===== src/logic/arc_regs.svh =====
// constants for the converter result coding and gain control block
`ifndef ARC_REGS_SVH
`define ARC_REGS_SVH
`define ARC_RES_W 12
`define ARC_GAIN_W 3
`define ARC_CTL_BIP_BIT 9
`define ARC_CTL_DIF_BIT 10
`define ARC_CTL_DUAL_BIT 0
`define ARC_PWR_AMP_BIT 3
`define ARC_UNI_MAX 12'hfff
`define ARC_UNI_MIN 12'h000
`define ARC_BIP_MAX 12'h7ff
`define ARC_BIP_MIN 12'h800
`define ARC_GAIN_CAP 12'ha3d
`define ARC_GAIN_UNITY 3'h0
`define ARC_GAIN_TOP 3'h5
`define ARC_SETTLE_CYC 40
`define ARC_ACQ_CYC 3
`define ARC_PWRUP_CYC 10
`define ARC_CONV_CYC 13
`define ARC_WARMUP_NS 5000
`define ARC_CLK_NS 10
`define ARC_WARMUP_CYC ((`ARC_WARMUP_NS + `ARC_CLK_NS - 1) / `ARC_CLK_NS)
`endif


===== src/logic/arc_pkg.sv =====
// types for the converter result coding and gain control block
package arc_pkg;
   typedef enum logic [2:0] {
      ARC_OFF, ARC_PWRUP, ARC_SETTLE, ARC_ACQ, ARC_TRACK, ARC_CONV
   } arc_state_t;
   typedef struct packed {
      logic conv_enable;
      logic amp_enable_bit;
      logic [2:0] gain_select_field;
   } arc_power_t;
   typedef struct packed {
      logic differential_select;
      logic bipolar_select;
      logic dual_edge_select;
   } arc_ctrl_t;
   typedef struct packed {
      logic [11:0] raw;
      logic over;
      logic under;
   } arc_core_t;
endpackage


===== src/logic/arc_coder.sv =====
// formats one raw converter word into the output code
`timescale 1ns/10ps
`include "arc_regs.svh"
module arc_coder (
   input wire arc_pkg::arc_core_t core,
   input wire logic bipolar,
   input wire logic [2:0] gain,
   output logic [11:0] code
);
   always_comb begin
      if (core.over) begin
         code = bipolar ? `ARC_BIP_MAX : `ARC_UNI_MAX;
      end else if (core.under) begin
         code = bipolar ? `ARC_BIP_MIN : `ARC_UNI_MIN;
      end else if (bipolar) begin
         // offset-binary core word to two's complement
         code = {~core.raw[11], core.raw[10:0]};
      end else if (gain != `ARC_GAIN_UNITY
                   && core.raw > `ARC_GAIN_CAP) begin
         code = `ARC_GAIN_CAP;
      end else begin
         code = core.raw;
      end
   end
endmodule


===== src/logic/arc_ctrl.sv =====
// sequencer and result register for the gain amplifier and converter
//
// Overview of operation
// - unipolar gives straight binary 0 to 4095
// - bipolar gives two's complement -2048 to 2047
// - result is 12 bits, bit 11 msb
// - unipolar gain above one caps in-range words at 2621
// - overrange forces fff or 7ff
// - underrange forces 000 or 800
// - gain codes 0 to 5 mean x1 to x32
// - gain code zero bypasses the amplifier
// - in single-edge mode gain two or more adds 40 settling cycles
// - amplifier needs 5 us warm-up after enable
// - single-edge mode times its own intervals
// - unity gain conversion fits 2 us
// - bipolar select lives at control bit 9
// - differential select lives at control bit 10
// - converter enable cleared powers everything down except the warm-up timer, so amp_warm keeps following the amp enable bit
// - dual-edge: rise acquires, fall converts
`timescale 1ns/10ps
`include "arc_regs.svh"
module arc_ctrl #(
   parameter int WARMUP_CYC = `ARC_WARMUP_CYC
) (
   input wire logic mclk,
   input wire logic rst_n,
   input wire logic conv_tick,
   input wire logic [15:0] converter_control_reg,
   input wire logic [7:0] analog_power_enable_reg,
   input wire logic conv_enable,
   input wire logic [2:0] gain_select_field,
   input wire logic start_level,
   input wire arc_pkg::arc_core_t core_word,
   output logic [11:0] conv_result_bits,
   output logic result_ready,
   output logic amp_bypass,
   output logic amp_powered,
   output logic amp_warm,
   output logic [5:0] gain_factor_value,
   output logic track,
   output logic conv_busy,
   output logic sample_pulse
);
   arc_pkg::arc_ctrl_t ctl;
   arc_pkg::arc_power_t pwr;
   arc_pkg::arc_state_t state, next_state;
   logic [6:0] cnt, next_cnt;
   logic [12:0] warm, next_warm;
   logic start_d, next_start_d;
   logic [11:0] coded;
   logic [11:0] next_result;
   logic next_ready, next_sample, next_busy, next_track;
   logic next_bypass, next_powered, next_warm_flag;
   logic [5:0] next_gf;
   logic rise, fall, hi_gain;

   assign ctl.bipolar_select = converter_control_reg[`ARC_CTL_BIP_BIT];
   assign ctl.differential_select =
      converter_control_reg[`ARC_CTL_DIF_BIT];
   assign ctl.dual_edge_select = converter_control_reg[`ARC_CTL_DUAL_BIT];
   assign pwr.conv_enable = conv_enable;
   assign pwr.amp_enable_bit = analog_power_enable_reg[`ARC_PWR_AMP_BIT];
   assign pwr.gain_select_field = gain_select_field;
   assign hi_gain = pwr.gain_select_field != `ARC_GAIN_UNITY;
   assign rise = start_level & ~start_d;
   assign fall = ~start_level & start_d;

   arc_coder u_coder (
      .core(core_word),
      .bipolar(ctl.bipolar_select),
      .gain(pwr.gain_select_field),
      .code(coded)
   );

   always_comb begin
      next_state = state;
      next_cnt = cnt;
      next_result = conv_result_bits;
      next_ready = 1'b0;
      next_sample = 1'b0;
      next_start_d = conv_tick ? start_level : start_d;
      next_warm = warm;
      // warm-up runs on mclk so it is exact in time, not in ticks
      if (!pwr.amp_enable_bit) begin
         next_warm = '0;
      end else if (warm < 13'(WARMUP_CYC)) begin
         next_warm = warm + 13'd1;
      end
      if (!pwr.conv_enable) begin
         next_state = arc_pkg::ARC_OFF;
         next_cnt = '0;
      end else if (conv_tick) begin
         unique case (state)
            arc_pkg::ARC_OFF: begin
               if (rise) begin
                  next_state = arc_pkg::ARC_PWRUP;
                  next_cnt = 7'(`ARC_PWRUP_CYC - 1);
               end
            end
            arc_pkg::ARC_PWRUP: begin
               if (cnt != '0) begin
                  next_cnt = cnt - 7'd1;
               end else if (ctl.dual_edge_select) begin
                  next_state = arc_pkg::ARC_TRACK;
               end else if (hi_gain) begin
                  next_state = arc_pkg::ARC_SETTLE;
                  next_cnt = 7'(`ARC_SETTLE_CYC - 1);
               end else begin
                  next_state = arc_pkg::ARC_ACQ;
                  next_cnt = 7'(`ARC_ACQ_CYC - 1);
               end
            end
            arc_pkg::ARC_SETTLE: begin
               if (cnt != '0) begin
                  next_cnt = cnt - 7'd1;
               end else begin
                  next_state = arc_pkg::ARC_ACQ;
                  next_cnt = 7'(`ARC_ACQ_CYC - 1);
               end
            end
            arc_pkg::ARC_ACQ: begin
               if (cnt != '0) begin
                  next_cnt = cnt - 7'd1;
               end else begin
                  next_state = arc_pkg::ARC_CONV;
                  next_cnt = 7'(`ARC_CONV_CYC - 1);
                  next_sample = 1'b1;
               end
            end
            arc_pkg::ARC_TRACK: begin
               // the trigger party owns the track length
               if (fall) begin
                  next_state = arc_pkg::ARC_CONV;
                  next_cnt = 7'(`ARC_CONV_CYC - 1);
                  next_sample = 1'b1;
               end
            end
            arc_pkg::ARC_CONV: begin
               if (cnt != '0) begin
                  next_cnt = cnt - 7'd1;
               end else begin
                  next_result = coded;
                  next_ready = 1'b1;
                  next_state = arc_pkg::ARC_OFF;
               end
            end
         endcase
      end
      next_busy = next_state != arc_pkg::ARC_OFF;
      next_track = next_state == arc_pkg::ARC_TRACK
                || next_state == arc_pkg::ARC_ACQ
                || next_state == arc_pkg::ARC_SETTLE;
      next_bypass = !hi_gain;
      next_powered = pwr.amp_enable_bit && pwr.conv_enable;
      next_warm_flag = pwr.amp_enable_bit && warm >= 13'(WARMUP_CYC);
      next_gf = hi_gain && pwr.gain_select_field <= `ARC_GAIN_TOP
              ? 6'(6'd1 << pwr.gain_select_field) : 6'd1;
   end

   always_ff @(posedge mclk or negedge rst_n) begin
      if (!rst_n) begin
         state <= arc_pkg::ARC_OFF;
         cnt <= '0;
         warm <= '0;
         start_d <= 1'b0;
         conv_result_bits <= '0;
         result_ready <= 1'b0;
         sample_pulse <= 1'b0;
         conv_busy <= 1'b0;
         track <= 1'b0;
         amp_bypass <= 1'b1;
         amp_powered <= 1'b0;
         amp_warm <= 1'b0;
         gain_factor_value <= 6'h01;
      end else begin
         state <= next_state;
         cnt <= next_cnt;
         warm <= next_warm;
         start_d <= next_start_d;
         conv_result_bits <= next_result;
         result_ready <= next_ready;
         sample_pulse <= next_sample;
         conv_busy <= next_busy;
         track <= next_track;
         amp_bypass <= next_bypass;
         amp_powered <= next_powered;
         amp_warm <= next_warm_flag;
         gain_factor_value <= next_gf;
      end
   end
endmodule


===== config.mk =====
export PLATFORM = sky130hd
export DESIGN_NAME = arc_ctrl
export DESIGN_NICKNAME = d
export VERILOG_FILES = /design/src/logic/arc_pkg.sv /design/src/logic/arc_coder.sv /design/src/logic/arc_ctrl.sv
export VERILOG_INCLUDE_DIRS = /design/src /design/src/logic
export SDC_FILE = /design/constraint.sdc
export NUM_CORES = 1
export LEC_CHECK = 0
export BUFFER_PORTS_ARGS = -buffer_cell sky130_fd_sc_hd__buf_2
export CAP_MARGIN = 20
export CORE_AREA = 10 10 79 95
export CTS_CLUSTER_SIZE = 40
export DETAILED_ROUTE_END_ITERATION = 8
export DIE_AREA = 0 0 89 105
export HOLD_SLACK_MARGIN = 0.12
export PLACE_DENSITY = 0.81
export REMOVE_ABC_BUFFERS = 1
export SLEW_MARGIN = 30
export SYNTH_ARGS = -nofsm -noshare
export SYNTH_HDL_FRONTEND = slang
export SYNTH_SLANG_ARGS = --single-unit

===== constraint.sdc =====
create_clock -name mclk -period 2.5 [get_ports mclk]
set_clock_uncertainty 0.1 [all_clocks]
set_input_delay 0.125 -clock mclk [delete_from_list [all_inputs] [get_ports mclk]]
set_output_delay 0.125 -clock mclk [all_outputs]
set_load 0.01 [all_outputs]

==> impl_metrics.env, run 1 <==
export IMPL_status="finished clean"
export IMPL_antenna_found_initial=0
export IMPL_initial_core_util_pct=46.3
export IMPL_cp_max_fo=12
export IMPL_die_area_mm2=0.00935
export IMPL_grt_first_pass_wirelength_um=10800
export IMPL_die_x_um=89
export IMPL_min_period_ns=2.43
export IMPL_fin_area_mm2=0.00334
export IMPL_arrival_ns=2.52
export IMPL_max_freq_mhz=411
export IMPL_rows=30
export IMPL_crit_chain="inv_1 > ha_1 > or4b_4 > or3_1 > or2_4 > inv_8 > mux2_2"
export IMPL_synth_edf_count=0
export IMPL_swShare_pct=28.0
export IMPL_hold_class="input port to flip-flop"
export IMPL_grt_pass1_vias=2350
export IMPL_leakagePower_nw=1.58
export IMPL_h_tree_depth=2
export IMPL_maxSlewHeadroom_pct=70.0
export IMPL_grt_max_degree=30
export IMPL_cp_required_ns=2.58
export IMPL_avgRoutedWirePerCell_um=15.7
export IMPL_synth_top_area_cell="dfrtp_1"
export IMPL_clock_latency_ns=0.30
export IMPL_synth_seq_cells=49
export IMPL_synth_area_mm2=0.00259
export IMPL_async_flop_share_pct=100
export IMPL_dp_hpwl_um=4690
export IMPL_power_mw=1.81
export IMPL_path_buf_inv=2
export IMPL_core_mm2=0.00559
export IMPL_overflow=0
export IMPL_ys_flop_type="dfrtp_1"
export IMPL_postRouteAntennaNets=0
export IMPL_critical_path_class="flip-flop to flip-flop"
export IMPL_ys_types=58
export IMPL_ir_worst_vdd_mv=0.249
export IMPL_slew_viol_final=0
export IMPL_yosys_warnings=0
export IMPL_crit_family="simple AND/OR/NAND/NOR gates"
export IMPL_final_hold_violation_count=0
export IMPL_cp_slowest_cell="or4b_4"
export IMPL_combPwrFrac_pct=21.1
export IMPL_synthTopCellsByArea="dfrtp_1 45%, and2_1 3.9%, a21oi_1 3.7%"
export IMPL_yosysTopAreaCellShare_pct=45.4
export IMPL_antennaDiodeCount=0
export IMPL_power_density_mw_per_mm2=542
export IMPL_drive_above_1_share_pct=27.7
export IMPL_seqPwrFrac_pct=47.7
export IMPL_post_route_period_util_pct=97.2
export IMPL_placed_area_mm2=0.00298
export IMPL_slowest_delay_ns=0.47
export IMPL_grtUsageTotal_pct=14.0
export IMPL_first_pass_iters=4
export IMPL_clock_sinks=49
export IMPL_fin_nets=402
export IMPL_clockPowerShare_pct=31.2
export IMPL_tightest_slew_ns=0.450
export IMPL_synth_top_cells_by_count="47 x dfrtp_1, 19 x a21oi_1, 17 x nand2_1"
export IMPL_syn_avg_cell_area_um2=9.53
export IMPL_intPower_mw=1.30
export IMPL_clock_path_buffers=2
export IMPL_power_switching_mw=0.506
export IMPL_startpoint_type="flip-flop"
export IMPL_endpoint_kind="flip-flop"
export IMPL_cts_buffers=5
export IMPL_syn_to_final_growth_pct=28.7
export IMPL_io_pins=71
export IMPL_synth_cells=272
export IMPL_drt_iter0_markers=117
export IMPL_yosysSeqAreaShare_pct=47.4
export IMPL_maxCapViolCount=0
export IMPL_yosysMostFrequentCell="dfrtp_1"
export IMPL_clk_pin_slew_ns=0.09
export IMPL_drc=0
export IMPL_routed_wl_um=6570
export IMPL_routed_via_density=5.71
export IMPL_die_y_um=105
export IMPL_portBuffers=49
export IMPL_root_buffer="clkbuf_8"
export IMPL_num_vias=2388
export IMPL_gp_congestion=0.917
export IMPL_final_util_pct=59.6
export IMPL_setup_viol=0
export IMPL_cts_tree="done"
-- repair_timing --
item	4_1_cts	5_1_grt
hold buffers	19	0
pin swaps	1	1
resized for setup	1	9
setup buffers	2	0
hold endpoints to repair	57	0
setup endpoints to repair	2	10
-- final timing paths --
check / cells past startpoint / end / slack (ns) / startpoint
worst max-delay path: 7 / conv_result_bits[9]$_DFFE_PN0P_ / 0.07 / cnt[1]$_DFFE_PN0P_
worst min-delay path: 3 / conv_result_bits[2]$_DFFE_PN0P_ / 0.11 / core_word[4]
worst max register to register: 7 / conv_result_bits[9]$_DFFE_PN0P_ / 0.07 / cnt[1]$_DFFE_PN0P_
worst min register to register: 1 / warm[11]$_DFFE_PN0P_ / 0.39 / warm[11]$_DFFE_PN0P_
max in group asynchronous: 3 / amp_bypass$_DFF_PN1_ / 1.35 / rst_n
min in group asynchronous: 2 / warm[1]$_DFFE_PN0P_ / 0.19 / rst_n
-- worst reg2reg max path, stage by stage, from the launching register on --
cell	delay [ns]
dfrtp_1	0.41
inv_1	0.07
ha_1	0.16
or4b_4	0.47
or3_1	0.40
or2_4	0.29
inv_8	0.10
mux2_2	0.33
-- state kept, by name (all words and copies together), names as in the netlist --
name / flops
conv_busy: 1
amp_warm: 1
result_ready: 1
amp_powered: 1
state: 3
gain_factor_value: 6
sample_pulse: 1
warm: 13
cnt: 7
start_d: 1
amp_bypass: 1
conv_result_bits: 12
track: 1
-- power by group through the flow --
stage                     Sequential, mW  Combinational, mW  Clock [mW]
after detailed placement           0.879              0.344           0
after CTS                          0.863              0.373       0.570
final                              0.864              0.381       0.565
after global placement             0.877              0.336           0
after global routing               0.870              0.417       0.608
after floorplan                    0.894              0.165           0
-- placed cells by master (no fill, tap or decap), types with 3 or more instances in the layout --
cell            n
buf_2          49
dfrtp_1        47
a21oi_1        19
dlygate4sd3_1  19
buf_4          18
nand2_1        17
o21ai_0        16
and2_1         15
nand3_1        14
nor2_1         13
inv_1          12
xnor2_1         6
a211oi_1        6
nor3b_1         5
nor3_2          5
clkbuf_8        5
or3_1           4
nand2b_1        4
o31ai_1         4
nor3_1          4
a31oi_1         4
xor2_1          4
or2_2           3
nor4_1          3
a21boi_0        3
and3b_1         3
nor2b_1         3
o21ai_1         3
ha_1            3
-- area by class of cell --
type / instances / area [um2]
fill: 456 / 2260
multi-input combinational: 197 / 1280
sequential: 49 / 1230
timing repair buffer: 86 / 571
tap: 64 / 80.1
clock buffer: 5 / 68.8
inverter: 14 / 60.1
clock inverter: 3 / 43.8
-- per-stage QoR --
stage                     worst slack, ns  setup TNS, ns  hold slack, ns  cells
after floorplan                   -0.0215        -0.0215          -0.271    260
after global placement             0.0666              0        -0.00757    389
after detailed placement          0.00132              0        -0.00206    389
after CTS                          0.0321              0           0.121    418
after global routing              -0.0278        -0.0278           0.143    418
final                              0.0688              0           0.113    418
-- kinds of logic after synthesis --
group,after synthesis,synth area share (%)
simple gates,105,22.8
compound gates,76,19.2
buf+inv,26,4.49
flops,49,47.4
fa+ha+maj,3,1.45
mux,3,1.26
xor+xnor,10,3.38
-- routing by layer --
metal	up-vias	global-route usage, %	share of wire, %	routed length (um)
li1	1136	-	-	-
met1	1146	16.1	39	2540
met2	88	23.6	51	3380
met3	18	3.73	8.0	528
met4	0	5.92	2.0	133
met5	-	0	0	0
(Power assumes the default switching activity.)
==> run 2: changes to the inputs <==
CORE_AREA = 10 10 117 66   (was 10 10 79 95)
DIE_AREA = 0 0 127 76   (was 0 0 89 105)
==> run 2 against run 1 <==
Routed wire length is 9.2% higher. Sequential share of layout area decreased by 0.50 points. Cell area rose by 1.4%. Clock power up 23%. Utilization is 1.4 points lower. Worst setup slack worse by 0.049 ns. Clock-buffer cell count did not move. First-iteration DRC count rose by 120%. Total power grew 8.1%. Die area is 3.3% higher. Combinational power grew 4%. Via count increased by 0.96%. Critical endpoint is now conv_result_bits[6]$_DFFE_PN0P_. Largest cell class unchanged. Highest routed layer unchanged.
==> impl_metrics.env, run 2 (synthesized netlist as in run 1, its figures left out) <==
export IMPL_top_register="warm"
export IMPL_routed_via_density=5.61
export IMPL_power_density_mw_per_mm2=578
export IMPL_drive_above_1_share_pct=28.0
export IMPL_clock_sinks=49
export IMPL_setup_ws_ns=0.0197
export IMPL_antenna_found_initial=0
export IMPL_portBuffers=49
export IMPL_final_hold_violation_count=0
export IMPL_path_buf_inv=2
export IMPL_cts_tree="done"
export IMPL_clock_path_buffers=2
export IMPL_hold_class="input port to flip-flop"
export IMPL_leakagePower_nw=1.59
export IMPL_die_y_um=76
export IMPL_die_area_mm2=0.00965
export IMPL_maxSlewHeadroom_pct=58.9
export IMPL_largest_register_ffs=13
export IMPL_ir_worst_vdd_mv=0.456
export IMPL_maxCapViolCount=0
export IMPL_pre_cts_ws_ns=0.00443
export IMPL_cp_required_ns=2.57
export IMPL_io_pins=71
export IMPL_gp_congestion=0.966
export IMPL_cp_slowest_cell="or4b_4"
export IMPL_max_freq_mhz=403
export IMPL_cts_buffers=5
export IMPL_grtUsageTotal_pct=14.4
export IMPL_clock_latency_ns=0.29
export IMPL_core_mm2=0.00581
export IMPL_hp_start="core_word[2]"
export IMPL_num_vias=2411
export IMPL_final_cell_mix="49 x buf_2, 47 x dfrtp_1, 19 x a21oi_1, 18 x buf_4, 17 x nand2_1"
export IMPL_dp_cells=403
export IMPL_dp_hpwl_um=5190
export IMPL_power_mw=1.96
export IMPL_antennaDiodeCount=0
export IMPL_tightest_slew_ns=0.617
export IMPL_totalNegativeSetupSlack_ns=0
export IMPL_overflow=0
export IMPL_grt_pass1_vias=2290
export IMPL_drc=0
export IMPL_slew_viol_final=0
export IMPL_instances_no_fill=430
export IMPL_crit_start="cnt[0]$_DFFE_PN0P_"
export IMPL_startpoint_type="flip-flop"
export IMPL_post_route_period_util_pct=99.2
export IMPL_critical_path_class="flip-flop to flip-flop"
export IMPL_crit_chain="inv_1 > ha_1 > or4b_4 > or3_4 > or2_4 > buf_6 > a21oi_1 > o21ai_0"
export IMPL_reg2reg_from="cnt[0]$_DFFE_PN0P_"
export IMPL_endpoint_kind="flip-flop"
export IMPL_grt_max_degree=50
export IMPL_fin_nets=401
export IMPL_die_x_um=127
export IMPL_first_pass_iters=4
export IMPL_status="finished clean"
export IMPL_min_period_ns=2.48
export IMPL_avgRoutedWirePerCell_um=16.7
export IMPL_h_tree_depth=2
export IMPL_arrival_ns=2.55
export IMPL_slowest_delay_ns=0.48
export IMPL_rows=20
export IMPL_grt_first_pass_wirelength_um=11700
export IMPL_postRouteAntennaNets=0
export IMPL_cp_max_fo=10
export IMPL_drt_iter0_markers=254
export IMPL_root_buffer="clkbuf_16"
export IMPL_syn_to_final_growth_pct=30.5
export IMPL_clk_pin_slew_ns=0.07
export IMPL_final_common_cell="buf_2"
export IMPL_initial_core_util_pct=44.6
export IMPL_top_regs="warm x13, conv_result_bits x12, cnt x7"
export IMPL_setup_viol=0
export IMPL_routed_wl_um=7180
export IMPL_crit_family="simple AND/OR/NAND/NOR gates"
run 2: cell types whose count changed in the layout (fill, tap and decap cells not counted), sizes merged:
| cell | before | now |
|---|---|---|
| clkinv | 1 | 0 |
| bufinv | 1 | 0 |
| inv | 15 | 16 |
| buf | 67 | 68 |
| clkinvlp | 0 | 2 |
| dlygate4sd3 | 19 | 16 |
run 2: timing repair:
| action | 4_1_cts | 5_1_grt |
|---|---|---|
| pin swaps | 0 | 2 |
| resized for setup | 1 | 10 |
| hold buffers | 16 | 0 |
| endpoints found under the setup margin | 3 | 10 |
| gates cloned | 0 | 1 |
| endpoints found under the hold margin | 80 | 0 |
| setup buffers | 0 | 2 |
run 2: path summary, 6_finish.rpt:
kind                                                   end  slack (ns)  cells after the start
max reg2reg                conv_result_bits[6]$_DFFE_PN0P_        0.02                      8
min in group asynchronous              conv_busy$_DFF_PN0_        0.37                      3
min reg2reg                           warm[10]$_DFFE_PN0P_        0.38                      1
max                        conv_result_bits[6]$_DFFE_PN0P_        0.02                      8
max in group asynchronous  conv_result_bits[4]$_DFFE_PN0P_        1.51                      3
min                        conv_result_bits[0]$_DFFE_PN0P_        0.14                      3
run 2: report_power, final:
group	switching [mW]	internal, mW
Clock	0.318	0.378
Sequential	0.0286	0.836
Combinational	0.225	0.170
Total	0.572	1.38
run 2: area by class of cell:
class	instances	area, um2
fillers	488	2420
repair buffers	84	552
flip-flops and latches	49	1230
repair inverters	1	6.26
inverters	14	60.1
clock inverters	3	26.3
multi-input cells	197	1290
clock buffers	5	125
well taps	77	96.3
run 2: per-layer routing:
layer | track usage (%) | part of all wire [%] | up-vias
met4 | 2.49 | 0.59 | 0
li1 | - | - | 1149
met3 | 5.56 | 12 | 5
met2 | 18.1 | 39 | 118
met1 | 22.0 | 48 | 1139
met5 | 0 | 0 | -
run 2: worst reg2reg max path, delay by kind of cell (launching register included):
kind | cells | cell delay [ns]
simple gates | 3 | 1.18
flops | 1 | 0.40
buf+inv | 2 | 0.26
compound gates | 2 | 0.26
fa+ha+maj | 1 | 0.17
run 2: metrics by stage:
stage	hold WS, ns	cell area, um2	util, %
finish	0.135	3380	58.3
global route	0.146	3380	58.3
CTS	0.120	3320	57.2
detailed placement	0.172	3000	51.7
global placement	0.163	3000	51.7
floorplan	-0.271	2530	-
==> run 3: changes to the inputs <==
ABC_AREA = 1   (was not set)
CORE_AREA = 10 10 118 67   (was 10 10 117 66)
DIE_AREA = 0 0 128 77   (was 0 0 127 76)
PLACE_DENSITY = 0.8   (was 0.81)
==> run 3 against run 2 <==
Die area grew 2.1%. Sequential share of layout area grew 0.38 points. Clock power grew 12%. Via count grew 0.58%. Hold slack lost 0.0051 ns. First-iteration DRC count grew 29%. Total power grew 39%. Cell area shrank 1.0%. Combinational power grew 130%. Clock-buffer cell count grew 1. Final cell count grew 8.1%.
==> impl_metrics.env, run 3 <==
export IMPL_gp_congestion=0.948
export IMPL_cp_max_fo=5
export IMPL_yosysTopAreaCellShare_pct=44.4
export IMPL_synth_edf_count=0
export IMPL_max_freq_mhz=481
export IMPL_crit_chain="inv_1 > ha_1 > nand2_1 > nor2_1 > nand2_1 > nand2_1 > nand3_1 > nand2_1 > nand2_1 > a21oi_2 > nor2_1 > nor2_1"
export IMPL_antennaDiodeCount=0
export IMPL_synth_compound_area_share_pct=15.6
export IMPL_routed_wl_um=6820
export IMPL_post_route_period_util_pct=83.2
export IMPL_ys_types=41
export IMPL_slew_viol_final=0
export IMPL_totalNegativeSetupSlack_ns=0
export IMPL_postRouteAntennaNets=0
export IMPL_tightest_slew_ns=0.670
export IMPL_reg2reg_from="cnt[0]$_DFFE_PN0P_"
export IMPL_clock_path_buffers=2
export IMPL_cp_slowest_cell="dfrtp_1"
export IMPL_whs_ns=0.130
export IMPL_fin_nets=436
export IMPL_root_buffer="clkbuf_16"
export IMPL_portBuffers=49
export IMPL_final_cell_mix="72 x nand2_1, 49 x buf_2, 47 x dfrtp_1, 40 x inv_1, 27 x nor2_1"
export IMPL_overflow=0
export IMPL_synth_cells=314
export IMPL_post_cts_resized=0
export IMPL_cts_tree="done"
export IMPL_critical_path_class="flip-flop to flip-flop"
export IMPL_maxCapViolCount=0
export IMPL_top_regs="warm x13, conv_result_bits x12, cnt x7"
export IMPL_final_common_cell="nand2_1"
export IMPL_synth_seq_cells=49
export IMPL_clock_sinks=49
export IMPL_power_mw=2.72
export IMPL_grt_first_pass_wirelength_um=11400
export IMPL_synthAdderAreaFrac_pct=1.42
export IMPL_endpoint_kind="flip-flop"
export IMPL_antenna_found_initial=0
export IMPL_largest_register_ffs=13
export IMPL_drc=0
export IMPL_cts_setup_buffers=0
export IMPL_first_pass_iters=4
export IMPL_yosysSeqAreaShare_pct=46.4
export IMPL_routed_via_density=5.22
export IMPL_grt_pass1_vias=2338
export IMPL_core_mm2=0.00586
export IMPL_crit_start="cnt[0]$_DFFE_PN0P_"
export IMPL_die_x_um=128
export IMPL_dp_hpwl_um=4970
export IMPL_hold_class="input port to flip-flop"
export IMPL_clk_pin_slew_ns=0.07
export IMPL_syn_to_final_growth_pct=26.5
export IMPL_yosys_warnings=0
export IMPL_synth_top_family_by_area="simple AND/OR/NAND/NOR gates"
export IMPL_clock_latency_ns=0.29
export IMPL_setup_viol=0
export IMPL_cts_buffers=5
export IMPL_fin_area_mm2=0.00335
export IMPL_ir_worst_vdd_mv=0.487
export IMPL_io_pins=71
export IMPL_async_flop_share_pct=100
export IMPL_min_period_ns=2.08
export IMPL_rows=20
export IMPL_hp_start="converter_control_reg[9]"
export IMPL_h_tree_depth=2
export IMPL_yosysMostFrequentCell="nand2_1"
export IMPL_arrival_ns=2.21
export IMPL_grt_max_degree=35
export IMPL_synth_top_area_cell="dfrtp_1"
export IMPL_drive_above_1_share_pct=22.4
export IMPL_placed_area_mm2=0.00295
export IMPL_slowest_delay_ns=0.38
export IMPL_synthTopCellsByArea="dfrtp_1 44%, nand2_1 10%, a2bb2oi_2 5.7%"
export IMPL_die_area_mm2=0.00986
export IMPL_final_util_pct=57.2
export IMPL_top_register="warm"
export IMPL_synthMuxAreaShare_pct=0
export IMPL_die_y_um=77
export IMPL_syn_avg_cell_area_um2=8.43
export IMPL_power_density_mw_per_mm2=812
export IMPL_initial_core_util_pct=45.2
export IMPL_drt_iter0_markers=327
export IMPL_grt_setup_unrepaired="no"
export IMPL_num_vias=2425
export IMPL_avgRoutedWirePerCell_um=14.7
export IMPL_final_hold_violation_count=0
export IMPL_ys_flop_type="dfrtp_1"
export IMPL_status="finished clean"
export IMPL_grtUsageTotal_pct=14.0
export IMPL_startpoint_type="flip-flop"
export IMPL_synthSimpleGateAreaFrac_pct=27.0
export IMPL_synth_area_mm2=0.00265
export IMPL_synth_xor_area_share_pct=1.32
export IMPL_synth_top_cells_by_count="72 x nand2_1, 47 x dfrtp_1, 40 x inv_1"
export IMPL_cp_required_ns=2.63
export IMPL_maxSlewHeadroom_pct=55.0
export IMPL_leakagePower_nw=1.74
export IMPL_critPathMostFrequentCell="nand2_1"
==> run 3: changes by cell type after synthesis, sizes merged, moves of 5 or more <==
cell     before  now
a211oi        6    0
a2bb2oi       0   11
and2         16    1
clkbuf        9    4
inv          14   43
nand2        17   76
nand3        14   25
nor2         13   32
o21ai        19   13
==> run 3: per-stage QoR <==
stage / cells / setup slack [ns]
finish: 465 / 0.419
global route: 465 / 0.262
CTS: 465 / 0.472
detailed placement: 434 / 0.491
global placement: 434 / 0.508
floorplan: 306 / 0.549
==> run 3: cell families after synthesis <==
family          count (synthesis)
flops                          49
simple gates                  152
xor+xnor                        4
compound gates                 54
fa+ha+maj                       3
buf+inv                        52
==> run 3: timing repair <==
item | CTS | global route
endpoints found under the setup margin | 0 | 0
hold buffers | 23 | 0
endpoints found under the hold margin | 80 | 0
==> run 3: final timing paths <==
kind,to,slack (ns),depth (start not counted)
worst max-delay path,track$_DFF_PN0_,0.42,12
worst min-delay path,conv_result_bits[11]$_DFFE_PN0P_,0.13,4
worst max register to register,track$_DFF_PN0_,0.42,12
worst min register to register,warm[12]$_DFFE_PN0P_,0.38,2
max in group asynchronous,gain_factor_value[0]$_DFF_PN1_,1.34,3
min in group asynchronous,conv_result_bits[8]$_DFFE_PN0P_,0.17,2
==> run 3: cell type report <==
cell class	instances	area [um2]
flip-flops and latches	49	1230
multi-input cells	213	1200
well taps	77	96.3
fillers	515	2510
clock buffers	6	129
repair buffers	74	490
clock inverters	2	38.8
inverters	44	165
==> run 3: worst max-delay path: cells and delay by family, from the launching register on <==
family                     cells  cell delay (ns)
AOI/OAI and AO/OA              1             0.16
adders and majority gates      1             0.26
buffers and inverters          1             0.12
DFF                            1             0.38
and+or+nand+nor                9             0.99
==> run 3: layer usage <==
metal	vias to the layer above	routed length [um]	track usage (%)
li1	1176	-	-
met2	102	2940	20.8
met5	-	0	0
met1	1139	3290	19.2
met3	8	517	4.19
met4	0	69	3.47
==> run 3: power by group <==
group / internal [mW] / switching (mW)
clock: 0.475 / 0.302
sequential: 0.934 / 0.107
combinational: 0.391 / 0.510
